===== config.mk =====
export PLATFORM = sky130hd
export DESIGN_NAME = ulsx_uart
export DESIGN_NICKNAME = d
export VERILOG_FILES = /design/src/ulsx_pkg.sv /design/src/ulsx_uart.sv
export VERILOG_INCLUDE_DIRS = /design/src /design/src/src
export SDC_FILE = /design/constraint.sdc
export NUM_CORES = 1
export LEC_CHECK = 0
export ABC_AREA = 1
export ABC_CLOCK_PERIOD_IN_PS = 4100
export BUFFER_PORTS_ARGS = -buffer_cell sky130_fd_sc_hd__buf_2
export CORE_MARGIN = 5
export CORE_UTILIZATION = 59
export DETAILED_ROUTE_END_ITERATION = 8
export PLACE_DENSITY = 0.81
export SETUP_SLACK_MARGIN = 0.2
export SYNTH_ARGS = -nofsm -noshare
export SYNTH_HDL_FRONTEND = slang
export SYNTH_SLANG_ARGS = --single-unit

===== constraint.sdc =====
create_clock -name pclk -period 4.1 [get_ports pclk]
set_clock_uncertainty 0.2 [all_clocks]
set_input_delay 0.615 -clock pclk [delete_from_list [all_inputs] [get_ports pclk]]
set_output_delay 0.615 -clock pclk [all_outputs]
set_load 0.01 [all_outputs]

===== src/ulsx_params.svh =====
// Purpose: Offsets, field positions, reset values for line status block
// Assumes: APB byte addresses are the word index times four
// Notes: Printed offsets are not multiples of four, so kept as indices
`ifndef ULSX_PARAMS_SVH
`define ULSX_PARAMS_SVH
// ----------------------------------------
// Register indices and address width
// ----------------------------------------
`define ULSX_IDX_DATA 16'h2500
`define ULSX_IDX_DIVHI 16'h2501
`define ULSX_IDX_FIFOCTL 16'h2502
`define ULSX_IDX_LINECTL 16'h2503
`define ULSX_IDX_RXTHR 16'h2504
`define ULSX_IDX_LSTAT 16'h2505
`define ULSX_IDX_DIVEXT 16'h2507
`define ULSX_IDX_DIVLO 16'h2500
`define ULSX_ADDR_W 18
// ----------------------------------------
// Fields and reset values
// ----------------------------------------
`define ULSX_LCR_DIVISOR_ACCESS_SELECT 7
`define ULSX_SEL_RXTHR 3'h2
`define ULSX_SEL_FILL 3'h5
`define ULSX_DIVEXT_RST 8'h10
`define ULSX_RXTHR_RST 8'h00
`define ULSX_LINECTL_RST 8'h03
`define ULSX_TRIG_RST 2'h3
`define ULSX_FIFO_DEPTH 16
`define ULSX_CNT_W 5
`endif


===== src/ulsx_pkg.sv =====
// Purpose: Types for the line status and FIFO extension block
// Assumes: Nothing beyond the params header
// Notes: Receive engine state only
package ulsx_pkg;
	typedef enum logic [2:0] {
		ULSX_IDLE,
		ULSX_START,
		ULSX_DATA,
		ULSX_PARITY,
		ULSX_STOP,
		ULSX_BRK_WAIT
	} ulsx_rx_state_type;
endpackage


===== src/ulsx_uart.sv =====
// Purpose: Line status flags, fill counters, divisor extension, selector
//   and receive threshold, over a small receiver and transmit counter
// Assumes: APB slave, 100 MHz pclk, asynchronous active-low reset
// Notes: Receiver samples once per sixteen 16x baud ticks, at the bit centre
//
// Notes on behaviour
// [RULE_01] Error summary set on errors, read clears
// [RULE_02] Transmitter all-empty: FIFO and shifter empty
// [RULE_03] Transmit FIFO empty flag, holding-empty interrupt
// [RULE_04] Break after one full character of low
// [RULE_05] Break pushes zero byte, waits start
// [RULE_06] Framing error for head character
// [RULE_07] Parity error for head character
// [RULE_08] Overrun when character completes, FIFO full
// [RULE_09] Overrun overwrites shifter, FIFO kept intact
// [RULE_10] Status flags clear on read, raise interrupt
// [RULE_11] Data present while receive FIFO non-empty
// [RULE_12] Divisor extension, reset 0x10, divisor access only
// [RULE_13] Write-only selector: 0 default, 2, 5
// [RULE_14] Selector 5: transmit fill at line-control address
// [RULE_15] Selector 2: receive threshold, zero uses trigger
// [RULE_16] Nonzero threshold: interrupt when count reaches it
// [RULE_17] Status address: read status, write selector
// [RULE_18] Line control bit 7 selects divisor access
// [RULE_19] Trigger field picks 1, 4, 8, 14
// [RULE_20] Selector 5: receive fill at threshold address
// [RULE_21] Selector persists; others mean default access
`include "ulsx_params.svh"
module ulsx_uart (
	input wire logic pclk,
	input wire logic presetn,
	input wire logic psel,
	input wire logic penable,
	input wire logic pwrite,
	input wire logic [`ULSX_ADDR_W-1:0] paddr,
	input wire logic [31:0] pwdata,
	output logic [31:0] prdata,
	output logic pready,
	output logic pslverr,
	input wire logic rx_line,
	input wire logic tx_shift_busy,
	input wire logic tx_pop,
	output logic tx_fifo_empty_flag,
	output logic tx_all_empty,
	output logic line_status_irq,
	output logic tx_empty_irq,
	output logic rx_data_irq,
	output logic [23:0] baud_divisor
);
	localparam int DEPTH = `ULSX_FIFO_DEPTH;
	localparam int CW = `ULSX_CNT_W;

	// ----------------------------------------
	// Bus decode
	// ----------------------------------------
	logic [7:0] line_control_q, div_lo_q, divisor_high_byte_q;
	logic [7:0] divisor_extension_q, rx_irq_threshold_q;
	logic [2:0] extra_feature_select_q;
	logic [1:0] rx_trigger_select_q;
	logic [CW-1:0] rx_cnt_q, tx_cnt_q;
	logic [7:0] line_status;

	wire [15:0] idx = paddr[`ULSX_ADDR_W-1:2];
	wire acc = psel & penable;
	wire wr = acc & pwrite;
	wire rd = acc & ~pwrite;
	wire divisor_access_select = line_control_q[`ULSX_LCR_DIVISOR_ACCESS_SELECT]; // RULE_18
	wire sel_thr = extra_feature_select_q == `ULSX_SEL_RXTHR; // RULE_21
	wire sel_fill = extra_feature_select_q == `ULSX_SEL_FILL; // RULE_21
	wire a_data = idx == `ULSX_IDX_DATA;
	wire a_divhi = idx == `ULSX_IDX_DIVHI;
	wire a_fctl = idx == `ULSX_IDX_FIFOCTL;
	wire a_lctl = idx == `ULSX_IDX_LINECTL;
	wire a_thr = idx == `ULSX_IDX_RXTHR;
	wire a_lst = idx == `ULSX_IDX_LSTAT;
	wire a_dext = idx == `ULSX_IDX_DIVEXT;
	wire mapped = a_data | a_divhi | a_fctl | a_lctl | a_thr | a_lst
		| a_dext;
	// Divisor bytes shadow data and high addresses while access selected
	wire wr_div_lo = wr & a_data & divisor_access_select; // RULE_18
	wire wr_div_hi = wr & a_divhi & divisor_access_select; // RULE_18
	wire wr_tx = wr & a_data & ~divisor_access_select;
	wire wr_dext = wr & a_dext & divisor_access_select; // RULE_12
	wire wr_sel = wr & a_lst; // RULE_17
	wire wr_lctl = wr & a_lctl;
	wire wr_thr = wr & a_thr & sel_thr; // RULE_15
	wire wr_fctl = wr & a_fctl;
	wire rd_lst = rd & a_lst; // RULE_17
	wire rd_rx = rd & a_data & ~divisor_access_select;

	// Read mux; fill counters replace line control and threshold data
	logic [7:0] rmux;
	always_comb begin
		rmux = 8'h00;
		if (a_lst)
			rmux = line_status; // RULE_17
		else if (a_lctl)
			rmux = sel_fill ? 8'(tx_cnt_q) : line_control_q; // RULE_14
		else if (a_thr)
			rmux = sel_fill ? 8'(rx_cnt_q) // RULE_20
				: (sel_thr ? rx_irq_threshold_q : 8'h00); // RULE_15
		else if (a_dext)
			rmux = divisor_access_select ? divisor_extension_q : 8'h00;
		else if (a_divhi)
			rmux = divisor_access_select ? divisor_high_byte_q : 8'h00;
		else if (a_data)
			rmux = divisor_access_select ? div_lo_q : 8'h00;
	end

	// ----------------------------------------
	// APB answer, zero wait state
	// ----------------------------------------
	// Single-cycle access; unmapped addresses answer with an error
	always_ff @(posedge pclk or negedge presetn) begin
		if (!presetn) begin
			prdata <= 32'h0000_0000;
			pready <= 1'b0;
			pslverr <= 1'b0;
		end else begin
			pready <= psel & ~penable;
			pslverr <= psel & ~penable & ~mapped;
			prdata <= {24'h00_0000, rmux};
		end
	end

	// ----------------------------------------
	// Configuration registers
	// ----------------------------------------
	always_ff @(posedge pclk or negedge presetn) begin
		if (!presetn) begin
			line_control_q <= `ULSX_LINECTL_RST;
			div_lo_q <= 8'h00;
			divisor_high_byte_q <= 8'h00;
			divisor_extension_q <= `ULSX_DIVEXT_RST; // RULE_12
			extra_feature_select_q <= 3'h0;
			rx_irq_threshold_q <= `ULSX_RXTHR_RST;
			rx_trigger_select_q <= `ULSX_TRIG_RST; // RULE_19
		end else if (pready) begin
			if (wr_lctl && !sel_fill)
				line_control_q <= pwdata[7:0];
			if (wr_div_lo)
				div_lo_q <= pwdata[7:0];
			if (wr_div_hi)
				divisor_high_byte_q <= pwdata[7:0];
			if (wr_dext)
				divisor_extension_q <= pwdata[7:0]; // RULE_12
			if (wr_sel)
				extra_feature_select_q <= pwdata[2:0]; // RULE_13
			if (wr_thr)
				rx_irq_threshold_q <= pwdata[7:0]; // RULE_15
			if (wr_fctl)
				rx_trigger_select_q <= pwdata[7:6];
		end
	end

	// Extension, high and low bytes together set the baud rate
	always_ff @(posedge pclk or negedge presetn) begin
		if (!presetn)
			baud_divisor <= 24'h00_0000;
		else
			baud_divisor <= {divisor_extension_q, divisor_high_byte_q,
				div_lo_q}; // RULE_12
	end

	// ----------------------------------------
	// 16x baud tick
	// ----------------------------------------
	logic [23:0] baud_cnt_q;
	wire baud_tick = baud_cnt_q >= baud_divisor; // New divisor acts at once
	always_ff @(posedge pclk or negedge presetn) begin
		if (!presetn)
			baud_cnt_q <= 24'h00_0000;
		else
			baud_cnt_q <= baud_tick ? 24'h00_0000 : baud_cnt_q + 24'h00_0001;
	end

	// Line input synchroniser
	logic rx_meta_q, rx_sync_q;
	always_ff @(posedge pclk or negedge presetn) begin
		if (!presetn) begin
			rx_meta_q <= 1'b1;
			rx_sync_q <= 1'b1;
		end else begin
			rx_meta_q <= rx_line;
			rx_sync_q <= rx_meta_q;
		end
	end

	// ----------------------------------------
	// Receive engine
	// ----------------------------------------
	ulsx_pkg::ulsx_rx_state_type st_q;
	logic [3:0] sub_q;
	logic [2:0] bit_q;
	logic [7:0] shift_q;
	logic par_q, all_low_q;
	wire [2:0] nbits = {1'b0, line_control_q[1:0]} + 3'h4;
	wire par_en = line_control_q[3];
	wire par_even = line_control_q[4];
	wire mid = baud_tick & (sub_q == 4'hF);
	// Expected parity of data plus parity bit: even gives zero
	wire par_bad = par_en & ((par_q ^ rx_sync_q) != ~par_even);
	logic push, push_fe, push_pe, push_brk;
	logic [7:0] push_data;
	always_comb begin
		push_fe = ~rx_sync_q;
		push_brk = all_low_q & ~rx_sync_q; // RULE_04
		push_data = push_brk ? 8'h00 : shift_q >> (3'h7 - nbits); // RULE_05
		push = mid & (st_q == ulsx_pkg::ULSX_STOP);
		push_pe = par_q & par_en;
	end

	always_ff @(posedge pclk or negedge presetn) begin
		if (!presetn) begin
			st_q <= ulsx_pkg::ULSX_IDLE;
			sub_q <= 4'h0;
			bit_q <= 3'h0;
			shift_q <= 8'h00;
			par_q <= 1'b0;
			all_low_q <= 1'b0;
		end else if (baud_tick) begin
			sub_q <= sub_q + 4'h1;
			unique case (st_q)
			ulsx_pkg::ULSX_IDLE: begin
				sub_q <= 4'h8;
				if (!rx_sync_q)
					st_q <= ulsx_pkg::ULSX_START;
			end
			ulsx_pkg::ULSX_START: if (sub_q == 4'hF) begin
				all_low_q <= 1'b1;
				bit_q <= 3'h0;
				par_q <= 1'b0;
				st_q <= rx_sync_q ? ulsx_pkg::ULSX_IDLE
					: ulsx_pkg::ULSX_DATA;
			end
			ulsx_pkg::ULSX_DATA: if (sub_q == 4'hF) begin
				// New bits overwrite the shifter even while overrun
				shift_q <= {rx_sync_q, shift_q[7:1]}; // RULE_09
				par_q <= par_q ^ rx_sync_q;
				all_low_q <= all_low_q & ~rx_sync_q;
				bit_q <= bit_q + 3'h1;
				if (bit_q == nbits)
					st_q <= par_en ? ulsx_pkg::ULSX_PARITY
						: ulsx_pkg::ULSX_STOP;
			end
			ulsx_pkg::ULSX_PARITY: if (sub_q == 4'hF) begin
				par_q <= par_bad;
				all_low_q <= all_low_q & ~rx_sync_q;
				st_q <= ulsx_pkg::ULSX_STOP;
			end
			ulsx_pkg::ULSX_STOP: if (sub_q == 4'hF) begin
				if (!par_en)
					par_q <= 1'b0;
				// Low stop or break: wait for idle, not a false start
				st_q <= push_fe ? ulsx_pkg::ULSX_BRK_WAIT // RULE_05
					: ulsx_pkg::ULSX_IDLE;
			end
			ulsx_pkg::ULSX_BRK_WAIT:
				if (rx_sync_q)
					st_q <= ulsx_pkg::ULSX_IDLE; // RULE_05
			endcase
		end
	end

	// ----------------------------------------
	// Receive FIFO with per-entry error bits
	// ----------------------------------------
	logic [10:0] rx_mem [DEPTH];
	logic [3:0] rx_wp_q, rx_rp_q;
	wire rx_full = rx_cnt_q == CW'(DEPTH);
	wire rx_empty = rx_cnt_q == '0;
	wire rx_wr = push & ~rx_full; // RULE_08
	wire rx_rd = pready & rd_rx & ~rx_empty;
	wire [10:0] rx_head = rx_mem[rx_rp_q];
	always_ff @(posedge pclk)
		if (rx_wr)
			rx_mem[rx_wp_q] <= {push_brk, push_fe, push_pe & ~push_brk,
				push_data};
	always_ff @(posedge pclk or negedge presetn) begin
		if (!presetn) begin
			rx_wp_q <= 4'h0;
			rx_rp_q <= 4'h0;
			rx_cnt_q <= '0;
		end else begin
			if (rx_wr)
				rx_wp_q <= rx_wp_q + 4'h1;
			if (rx_rd)
				rx_rp_q <= rx_rp_q + 4'h1;
			rx_cnt_q <= rx_cnt_q + CW'(rx_wr) - CW'(rx_rd);
		end
	end

	// ----------------------------------------
	// Sticky status flags
	// ----------------------------------------
	// Head entry errors latch when that entry reaches the head; a new
	// event in the read cycle wins over the clear
	logic brk_q, fe_q, pe_q, oe_q, err_q, head_seen_q;
	wire clr = rd_lst & pready;
	wire set_oe = push & rx_full; // RULE_08
	wire head_ev = ~rx_empty & ~head_seen_q;
	wire set_brk = head_ev & rx_head[10];
	wire set_fe = head_ev & rx_head[9]; // RULE_06
	wire set_pe = head_ev & rx_head[8]; // RULE_07
	always_ff @(posedge pclk or negedge presetn) begin
		if (!presetn) begin
			brk_q <= 1'b0;
			fe_q <= 1'b0;
			pe_q <= 1'b0;
			oe_q <= 1'b0;
			err_q <= 1'b0;
			head_seen_q <= 1'b0;
		end else begin
			head_seen_q <= ~rx_empty & ~rx_rd;
			brk_q <= set_brk | (brk_q & ~clr); // RULE_04 RULE_10
			fe_q <= set_fe | (fe_q & ~clr); // RULE_06 RULE_10
			pe_q <= set_pe | (pe_q & ~clr); // RULE_07 RULE_10
			oe_q <= set_oe | (oe_q & ~clr); // RULE_08 RULE_10
			err_q <= set_brk | set_fe | set_pe | (err_q & ~clr); // RULE_01
		end
	end

	// ----------------------------------------
	// Transmit FIFO occupancy
	// ----------------------------------------
	wire tx_wr = pready & wr_tx & (tx_cnt_q != CW'(DEPTH));
	wire tx_rd = tx_pop & (tx_cnt_q != '0);
	always_ff @(posedge pclk or negedge presetn) begin
		if (!presetn)
			tx_cnt_q <= '0;
		else
			tx_cnt_q <= tx_cnt_q + CW'(tx_wr) - CW'(tx_rd);
	end
	wire [CW-1:0] tx_next = tx_cnt_q + CW'(tx_wr) - CW'(tx_rd);

	assign line_status = {err_q, tx_all_empty, tx_fifo_empty_flag, brk_q,
		fe_q, pe_q, oe_q, ~rx_empty}; // RULE_11

	// ----------------------------------------
	// Flags and interrupts
	// ----------------------------------------
	// Trigger level from fifo control unless threshold is nonzero
	logic [CW-1:0] trig;
	always_comb begin
		unique case (rx_trigger_select_q) // RULE_19
		2'h0: trig = CW'(1);
		2'h1: trig = CW'(4);
		2'h2: trig = CW'(8);
		2'h3: trig = CW'(14);
		endcase
	end
	wire [7:0] level = (rx_irq_threshold_q != 8'h00) ? rx_irq_threshold_q
		: 8'(trig); // RULE_15 RULE_16
	always_ff @(posedge pclk or negedge presetn) begin
		if (!presetn) begin
			tx_fifo_empty_flag <= 1'b1;
			tx_all_empty <= 1'b1;
			tx_empty_irq <= 1'b1;
			line_status_irq <= 1'b0;
			rx_data_irq <= 1'b0;
		end else begin
			tx_fifo_empty_flag <= tx_next == '0; // RULE_03
			tx_empty_irq <= tx_next == '0; // RULE_03
			tx_all_empty <= (tx_next == '0) & ~tx_shift_busy; // RULE_02
			line_status_irq <= brk_q | fe_q | pe_q | oe_q; // RULE_10
			rx_data_irq <= 8'(rx_cnt_q) >= level; // RULE_16
		end
	end
endmodule


==> key figures, run 1 <==
Status
  – Status: finished, final reports clean

Worst setup path
  – CP Launch Type: flop
  – Register-to-Register Path Depth: 17
  – Slowest-stage cell, CP: dfrtp_1
  – Worst EP required: 4.26 ns
  – Crit path DAT: 3.52 ns
  – CP endpoint kind: flop
  – RR Endpoint: rx_cnt_q[4]
  – Critical path peak fanout: 6
  – CP Class: reg2reg
  – R2r setup slk: 0.75 ns
  – Worst R2R Start: baud_cnt_q[19]
  – CP peak stage delay: 0.47 ns
  – Worst path cell trace: ha_1, nand2_1, nor2_1, nand2_1, nor2_2, nand3_1, clkinv_1, nand2_1, nand2_4, nand4_2, ha_1, inv_1, ha_1, inv_1, fa_1, o21ai_0, xor2_1

Floorplan
  – Initial Util: 59.7%
  – I/O pins: 121
  – Row cnt: 48
  – Core box area: 17200 um2
  – Die X: 142 um
  – Die area: 20200 um2
  – Die Ht: 142 um

Placement
  – DP Wirelength: 17400 um
  – GPL Wtd Cong: 0.946
  – Placed cell count: 1489
  – DP Worst Slack: 0.379 ns
  – Placed inst area: 10800 um2
  – IO Port Bufs: 70

Detailed routing
  – Drt drc: 0
  – DRT Pass-1 Iters: 5
  – Via count: 8185
  – WL/cell: 15.8 um
  – Final wirelength: 24000 um
  – Post-route antenna net violation count: 0
  – Detailed Route Iter0 Violations: 740
  – Vias per std cell: 5.38

STA
  – Setup ws final: 0.747 ns
  – Min Tclk post-route: 3.35 ns
  – Unrepaired setup endpoints after global routing: no
  – F_max: 298 MHz
  – Min Hold Slack: 0.0716 ns
  – Final Hold Fails: 0
  – Final Slew Violations: 0
  – Max-Slew Margin vs Limit: 31.6%
  – Crit share post-route: 81.8%
  – Tightest Pin Transition: 1.02 ns
  – Setup TNS: 0 ns
  – Final setup vio count: 0

Synthesis
  – Post-synthesis sequential area ratio: 49.4%
  – Synth Register Bits: 193
  – Mean Syn Cell Area: 8.50 um2
  – Mapped Area: 10300 um2
  – Synth unique cells: 52
  – Post-synth top cells: 235 x nand2_1, 199 x inv_1, 146 x nor2_1
  – Top-count cell post-synth: nand2_1
  – Synth warn: 0
  – Post-synth EDFFs: 48
  – Yosys top cell area share: 33.1%
  – Post-Synthesis Cells: 1211
  – Top FF cell, synth: dfrtp_1
  – Ys async rst share: 75.1%
  – Largest cells by area after synthesis: dfrtp_1 33%, edfxtp_1 14%, nand2_1 8.6%
  – Largest area contributor in the netlist: dfrtp_1

Worst hold path
  – Hold Crit Start: rx_line
  – Hold Path End: rx_meta_q
  – Min-delay worst type: in2reg
  – Depth of the worst hold-timing path: 1

Power
  – Leak: 5.68 nW
  – Pwr per Cell Area: 346 nW/um2
  – Switching share of power: 25.6%
  – Comb power frac: 8.4%
  – Sw Pwr: 0.000999 W
  – Peak supply drop: 0.360 mV
  – Clock power frac: 39.3%
  – Register share of total power: 52.3%
  – Power Internal: 0.00291 W

Job
  – MaxCap Viol Count: 0

Clocking
  – Worst-path clk slew: 0.07 ns
  – CTS tree: built
  – H-tree levels: 4
  – Skew-Pair Late Insertion Delay: 0.44 ns
  – Number of CTS-inserted buffers: 17
  – # Post-CTS Setup Buffers: 0
  – Clk root buf: clkbuf_16
  – Cts hold-fix bufs: 0
  – CTS max path bufs: 2
  – # resized after CTS: 0
  – Clock sinks: 193

Global routing
  – All-Layer GR Usage: 24.8%
  – Vias in the first global route: 8134
  – First-pass GRT wire length: 39900 um
  – Antenna violations before repair: 0
  – Largest net degree at the start of global routing: 103
  – Total grt overflow: 0

Cells and area
  – Synth-to-Final Area Change: 9.83%
  – Final antenna diode count: 0
  – Post-route insts no fill: 1521
  – Final instance area: 11300 um2
  – Nets: 1392
  – Ratio of cells with drive above 1 in the final layout: 11.9%
-- area by class of cell --
type / count / area (um2)
sequential: 193 / 5080
clock inverter: 14 / 109
inverter: 209 / 787
timing repair buffer: 76 / 414
fill: 1352 / 5930
clock buffer: 18 / 429
tap: 225 / 282
multi-input combinational: 786 / 4200
-- sequential cells by signal, indices dropped and copies added, names as in the netlist, 4 cells and up --
name	flops
baud_cnt_q	24
prdata	8
divisor_high_byte_q	8
rx_irq_threshold_q	8
line_control_q	8
rx_wp_q	4
divisor_extension_q	8
rx_rp_q	4
rx_mem	48
tx_cnt_q	5
rx_cnt_q	5
div_lo_q	8
baud_divisor	24
sub_q	4
-- worst max-delay path by stage --
stage | from | depth (start not counted) | end | slack, ns
after floorplan | paddr[13] | 17 | tx_all_empty | 0.84
after global placement | paddr[13] | 18 | tx_all_empty | 0.48
after detailed placement | paddr[13] | 18 | tx_all_empty | 0.38
after CTS | baud_cnt_q[19] | 17 | rx_cnt_q[4] | 0.77
after global routing | baud_divisor[23] | 18 | rx_cnt_q[4] | 0.47
final | baud_cnt_q[19] | 17 | rx_cnt_q[4] | 0.75
-- cell usage in the layout (no fill, tap or decap), types with 19 or more instances in the layout --
cell type  Yosys  layout
a21oi_1       75      75
buf_2          9      69
conb_1         1      24
dfrtp_1      136     136
edfxtp_1      48      48
ha_1          49      49
inv_1        199     201
nand2_1      235     235
nand3_1       58      58
nand4_1       19      19
nor2_1       146     146
nor3_1        33      33
o21ai_0       46      46
-- per-stage QoR --
step	power, W	util (%)
4_1_cts	0.00392	65.6
3_3_place_gp	0.00239	62.5
6_report	0.00391	65.6
2_1_floorplan	0.00230	-
3_5_place_dp	0.00241	62.5
5_1_grt	0.00406	65.6
-- power by group through the flow --
| stage | Clock (W) | Combinational, W | Sequential (W) |
|---|---|---|---|
| finish | 0.00154 | 0.000328 | 0.00205 |
| global route | 0.00164 | 0.000364 | 0.00205 |
| CTS | 0.00155 | 0.000327 | 0.00205 |
| detailed placement | 0 | 0.000325 | 0.00208 |
| global placement | 0 | 0.000303 | 0.00208 |
| floorplan | 0 | 0.000225 | 0.00207 |
-- cells by family (layout without fill, tap and decap cells) --
family	count (synthesis)	in the layout	share of synthesized area, %
AOI/OAI and AO/OA	151	151	7.82
adders and majority gates	51	51	6.34
DFF	193	193	49.4
other	1	24	0.0364
buffers and inverters	255	317	10.6
xor gates and xnor gates	27	27	2.30
muxes	4	4	0.425
and+or+nand+nor	529	529	23.1
-- worst max-delay path, delay by kind of cell (launching register included) --
kind,cells,cell delay [ns]
buf+inv,3,0.17
flops,1,0.47
xor+xnor,1,0.17
compound gates,1,0.25
simple gates,8,0.81
fa+ha+maj,4,1.23
-- routing by layer --
metal	GRT usage, %	vias up	share of wire, %
met5	0	-	0
met4	12.0	0	4.2
met3	4.44	68	6.0
met2	41.4	318	49
met1	31.5	3833	41
li1	-	3966	-
(Power assumes the default switching activity.)
==> run 2, diff against run 1 <==
--- a/config.mk
+++ b/config.mk
@@ -6,13 +6,13 @@
 export SDC_FILE = /design/constraint.sdc
 export NUM_CORES = 1
 export LEC_CHECK = 0
-export ABC_AREA = 1
-export ABC_CLOCK_PERIOD_IN_PS = 4100
+export ABC_AREA = 0
+export ABC_CLOCK_PERIOD_IN_PS = 3190
 export BUFFER_PORTS_ARGS = -buffer_cell sky130_fd_sc_hd__buf_2
 export CORE_MARGIN = 5
-export CORE_UTILIZATION = 59
+export CORE_UTILIZATION = 58
 export DETAILED_ROUTE_END_ITERATION = 8
-export PLACE_DENSITY = 0.81
+export PLACE_DENSITY = 0.8
 export SETUP_SLACK_MARGIN = 0.2
 export SYNTH_ARGS = -nofsm -noshare
 export SYNTH_HDL_FRONTEND = slang
==> constraint.sdc (replaced) <==
create_clock -name pclk -period 3.19 [get_ports pclk]
set_clock_uncertainty 0.2 [all_clocks]
set_input_delay 0.4785 -clock pclk [delete_from_list [all_inputs] [get_ports pclk]]
set_output_delay 0.4785 -clock pclk [all_outputs]
set_load 0.01 [all_outputs]
==> run 2 against run 1 <==
Effect of this change: the run now ends with negative setup slack left; clock-buffer cell count shrank 1; non-clock buffer count grew 65; sequential cell count is the same; critical path depth grew 1; worst hold slack lost 0.0061 ns; die area shrank 5.3%; largest power group unchanged.
==> key figures, run 2 <==
STA
  – Tightest Pin Transition: 1.13 ns (was 1.02 ns)
  – Max-Slew Margin vs Limit: 24.6% (was 31.6%)
  – Unrepaired setup endpoints after global routing: yes (was no)
  – F_max: 307 MHz (was 298 MHz)
  – Crit share post-route: 102% (was 81.8%)
  – Final Slew Violations: 0 (unchanged)
  – Final setup vio count: 1 (was 0)
  – Min Hold Slack: 0.0655 ns (was 0.0716 ns)
  – Setup ws final: -0.0711 ns (was 0.747 ns)
  – Final Hold Fails: 0 (unchanged)
  – Min Tclk post-route: 3.26 ns (was 3.35 ns)

Synthesis
  – Yosys top cell area share: 35.7% (was 33.1%)
  – Post-synth top cells: 136 x dfrtp_1, 78 x nor2_1, 53 x inv_1 (was 235 x nand2_1, 199 x inv_1, 146 x nor2_1)
  – Post-synth EDFFs: 48 (unchanged)
  – Post-Synthesis Cells: 809 (was 1211)
  – Mapped Area: 9540 um2 (was 10300 um2)
  – Post-synthesis sequential area ratio: 53.2% (was 49.4%)
  – Top FF cell, synth: dfrtp_1 (unchanged)
  – Largest cells by area after synthesis: dfrtp_1 36%, edfxtp_1 15%, ha_1 6.4% (was dfrtp_1 33%, edfxtp_1 14%, nand2_1 8.6%)
  – Mux cell area share after synthesis: 9.70% (was 0.425%)
  – Largest family of logic cells by synthesized area: simple AND/OR/NAND/NOR gates (unchanged)
  – Synth warn: 0 (unchanged)
  – Post-Synth XOR/XNOR Area: 3.49% (was 2.30%)
  – Synth Area in Compound Gates: 8.14% (was 7.82%)
  – Synth Area in Adders: 6.84% (was 6.34%)
  – Ys async rst share: 75.1% (unchanged)
  – Simple-gate portion of the synthesized area: 13.6% (was 23.1%)
  – Largest area contributor in the netlist: dfrtp_1 (unchanged)
  – Mean Syn Cell Area: 11.8 um2 (was 8.50 um2)
  – Synth unique cells: 69 (was 52)
  – Top-count cell post-synth: dfrtp_1 (was nand2_1)
  – Synth Register Bits: 193 (unchanged)

Detailed routing
  – Top Layer Used: met4 (unchanged)
  – Vias per std cell: 5.78 (was 5.38)
  – Detailed Route Iter0 Violations: 458 (was 740)
  – Metal2 WL: 11400 um (was 11700 um)
  – Post-route antenna net violation count: 0 (unchanged)
  – Final wirelength: 22400 um (was 24000 um)
  – DRT Pass-1 Iters: 5 (unchanged)
  – Drt drc: 0 (unchanged)
  – Metal1 wirelength: 9130 um (was 9840 um)
  – Via count: 6792 (was 8185)
  – Routed wl met3: 1310 um (was 1450 um)
  – WL/cell: 19.1 um (was 15.8 um)

Cells and area
  – Nets: 1055 (was 1392)
  – Synth-to-Final Area Change: 18.3% (was 9.83%)
  – Most common cell after layout, fill and taps aside: dfrtp_1 (was nand2_1)
  – Top Registers: rx_mem: 48 flops, baud_cnt_q: 24 flops, baud_divisor: 24 flops (unchanged)
  – Most frequent cells in the layout: 136 x dfrtp_1, 78 x nor2_1, 69 x buf_2 (was 235 x nand2_1, 201 x inv_1, 146 x nor2_1)
  – Final core occ: 70.5% (was 65.6%)
  – Ratio of cells with drive above 1 in the final layout: 29.4% (was 11.9%)
  – Biggest register: rx_mem (unchanged)
  – Final antenna diode count: 0 (unchanged)
  – Max reg flops: 48 (unchanged)

Global routing
  – Total grt overflow: 0 (unchanged)
  – Vias in the first global route: 6806 (was 8134)
  – Largest net degree at the start of global routing: 70 (was 103)
  – Antenna violations before repair: 0 (unchanged)
  – All-Layer GR Usage: 23.7% (was 24.8%)
  – First-pass GRT wire length: 35900 um (was 39900 um)

Power
  – Leak: 4.92 nW (was 5.68 nW)
  – Switching share of power: 29.4% (was 25.6%)
  – Comb power frac: 17.4% (was 8.4%)
  – Register share of total power: 48.0% (was 52.3%)
  – Pwr per Cell Area: 534 nW/um2 (was 346 nW/um2)
  – Clock power frac: 34.5% (was 39.3%)
  – Sw Pwr: 0.00177 W (was 0.000999 W)
  – Power Total: 0.00603 W (was 0.00391 W)
  – Power Internal: 0.00426 W (was 0.00291 W)
  – Peak supply drop: 0.554 mV (was 0.360 mV)

Clocking
  – CTS max path bufs: 2 (unchanged)
  – H-tree levels: 4 (unchanged)
  – Clock sinks: 193 (unchanged)
  – Skew-Pair Late Insertion Delay: 0.43 ns (was 0.44 ns)
  – Number of CTS-inserted buffers: 17 (unchanged)
  – Clk root buf: clkbuf_16 (unchanged)
  – Worst-path clk slew: 0.07 ns (about the same)
  – CTS tree: built (unchanged)

Worst setup path
  – CP delay by family, top: adder cells (unchanged)
  – CP peak stage delay: 0.40 ns (was 0.47 ns)
  – Worst path cell trace: inv_2, ha_4, a21oi_1, nand2_1, a221oi_2, buf_4, o21ai_4, o21ai_4, ha_4, inv_2, ha_4, inv_2, fa_2, inv_1, a21oi_1, nor2_1, nor2_1, xnor2_1 (was ha_1, nand2_1, nor2_1, nand2_1, nor2_2, nand3_1, clkinv_1, nand2_1, nand2_4, nand4_2, ha_1, inv_1, ha_1, inv_1, fa_1, o21ai_0, xor2_1)
  – Crit path DAT: 3.37 ns (was 3.52 ns)
  – CP Launch Type: flop (unchanged)
  – Worst Path Buf+Inv: 5 (was 3)
  – CP Class: reg2reg (unchanged)
  – CP endpoint kind: flop (unchanged)
  – Worst EP required: 3.30 ns (was 4.26 ns)
  – Critical path peak fanout: 4 (was 6)
  – Slowest-stage cell, CP: dfrtp_1 (unchanged)

Floorplan
  – Die area: 19100 um2 (was 20200 um2)
  – Core box area: 16000 um2 (was 17200 um2)
  – Initial Util: 59.6% (was 59.7%)
  – Die X: 138 um (was 142 um)
  – I/O pins: 121 (unchanged)
  – Row cnt: 46 (was 48)
  – Die Ht: 138 um (was 142 um)

Status
  – Status: finished, violations left (was finished, final reports clean)
  – Failing checks: negative setup slack

Worst hold path
  – Min-delay worst type: in2reg (unchanged)

Placement
  – DP Wirelength: 16000 um (was 17400 um)
  – IO Port Bufs: 70 (unchanged)
  – GPL Wtd Cong: 0.913 (was 0.946)

Job
  – MaxCap Viol Count: 0 (unchanged)
[run 2: worst reg2reg max path, cell delays in order, from the launching register on]
cell	delay, ns
dfrtp_1	0.40
inv_2	0.08
ha_4	0.21
a21oi_1	0.17
nand2_1	0.09
a221oi_2	0.29
buf_4	0.20
o21ai_4	0.10
o21ai_4	0.19
ha_4	0.23
inv_2	0.06
ha_4	0.12
inv_2	0.04
fa_2	0.34
inv_1	0.06
a21oi_1	0.06
nor2_1	0.11
nor2_1	0.08
xnor2_1	0.13
[run 2: cells by family (layout without fill, tap and decap cells)]
group	after synthesis	count (layout)
flops	193	193
mux	68	68
fa+ha+maj	51	51
xor+xnor	38	38
other cells	1	24
compound gates	113	113
simple gates	246	246
buf+inv	99	226
[run 2: final cells by class]
type	instances	area, um2
inverters	53	199
repair buffers	141	913
clock buffers	17	425
fillers	1134	4720
clock inverters	15	151
multi-input cells	540	4240
well taps	216	270
flip-flops and latches	193	5080
[run 2: per-stage QoR]
| step | cells | instance area (um2) | setup TNS [ns] | setup WS [ns] |
|---|---|---|---|---|
| floorplan | 832 | 9710 | -0.115 | -0.0933 |
| global placement | 1129 | 10500 | -0.297 | -0.120 |
| finish | 1175 | 11300 | -0.0711 | -0.0711 |
| global route | 1175 | 11300 | -0.339 | -0.226 |
| detailed placement | 1129 | 10500 | -0.454 | -0.176 |
| CTS | 1172 | 11200 | -0.0675 | -0.0675 |
[run 2: what timing repair did]
| item | in CTS | in global routing |
|---|---|---|
| resized for setup | 10 | 9 |
| pin swaps | 15 | 5 |
| setup endpoints to repair | 7 | 42 |
| setup buffers | 8 | 3 |
| hold endpoints to repair | 66 | 0 |
| hold buffers | 3 | 0 |
[run 2: per-layer routing]
metal,global-route usage [%],vias up
met3,5.14,48
met2,39.9,244
li1,-,3140
met1,30.0,3360
met5,0,-
met4,9.41,0
[run 2: path summary, 6_finish.rpt]
check | from | endpoint | slack [ns] | depth (start not counted)
max in group asynchronous | presetn | line_control_q[1] | 1.55 | 3
worst min register to register | rx_meta_q | rx_sync_q | 0.16 | 0
worst max-delay path | baud_divisor[22] | rx_cnt_q[4] | -0.07 | 18
worst max register to register | baud_divisor[22] | rx_cnt_q[4] | -0.07 | 18
worst min-delay path | penable | pready | 0.07 | 2
min in group asynchronous | presetn | baud_cnt_q[3] | 0.42 | 2
[run 2: power by group through the flow]
stage | registers, W | clock network (W) | logic [W]
6_report | 0.00290 | 0.00208 | 0.00105
5_1_grt | 0.00292 | 0.00222 | 0.00120
4_1_cts | 0.00289 | 0.00211 | 0.00106
3_5_place_dp | 0.00294 | 0 | 0.00103
3_3_place_gp | 0.00293 | 0 | 0.000993
2_1_floorplan | 0.00288 | 0 | 0.000776
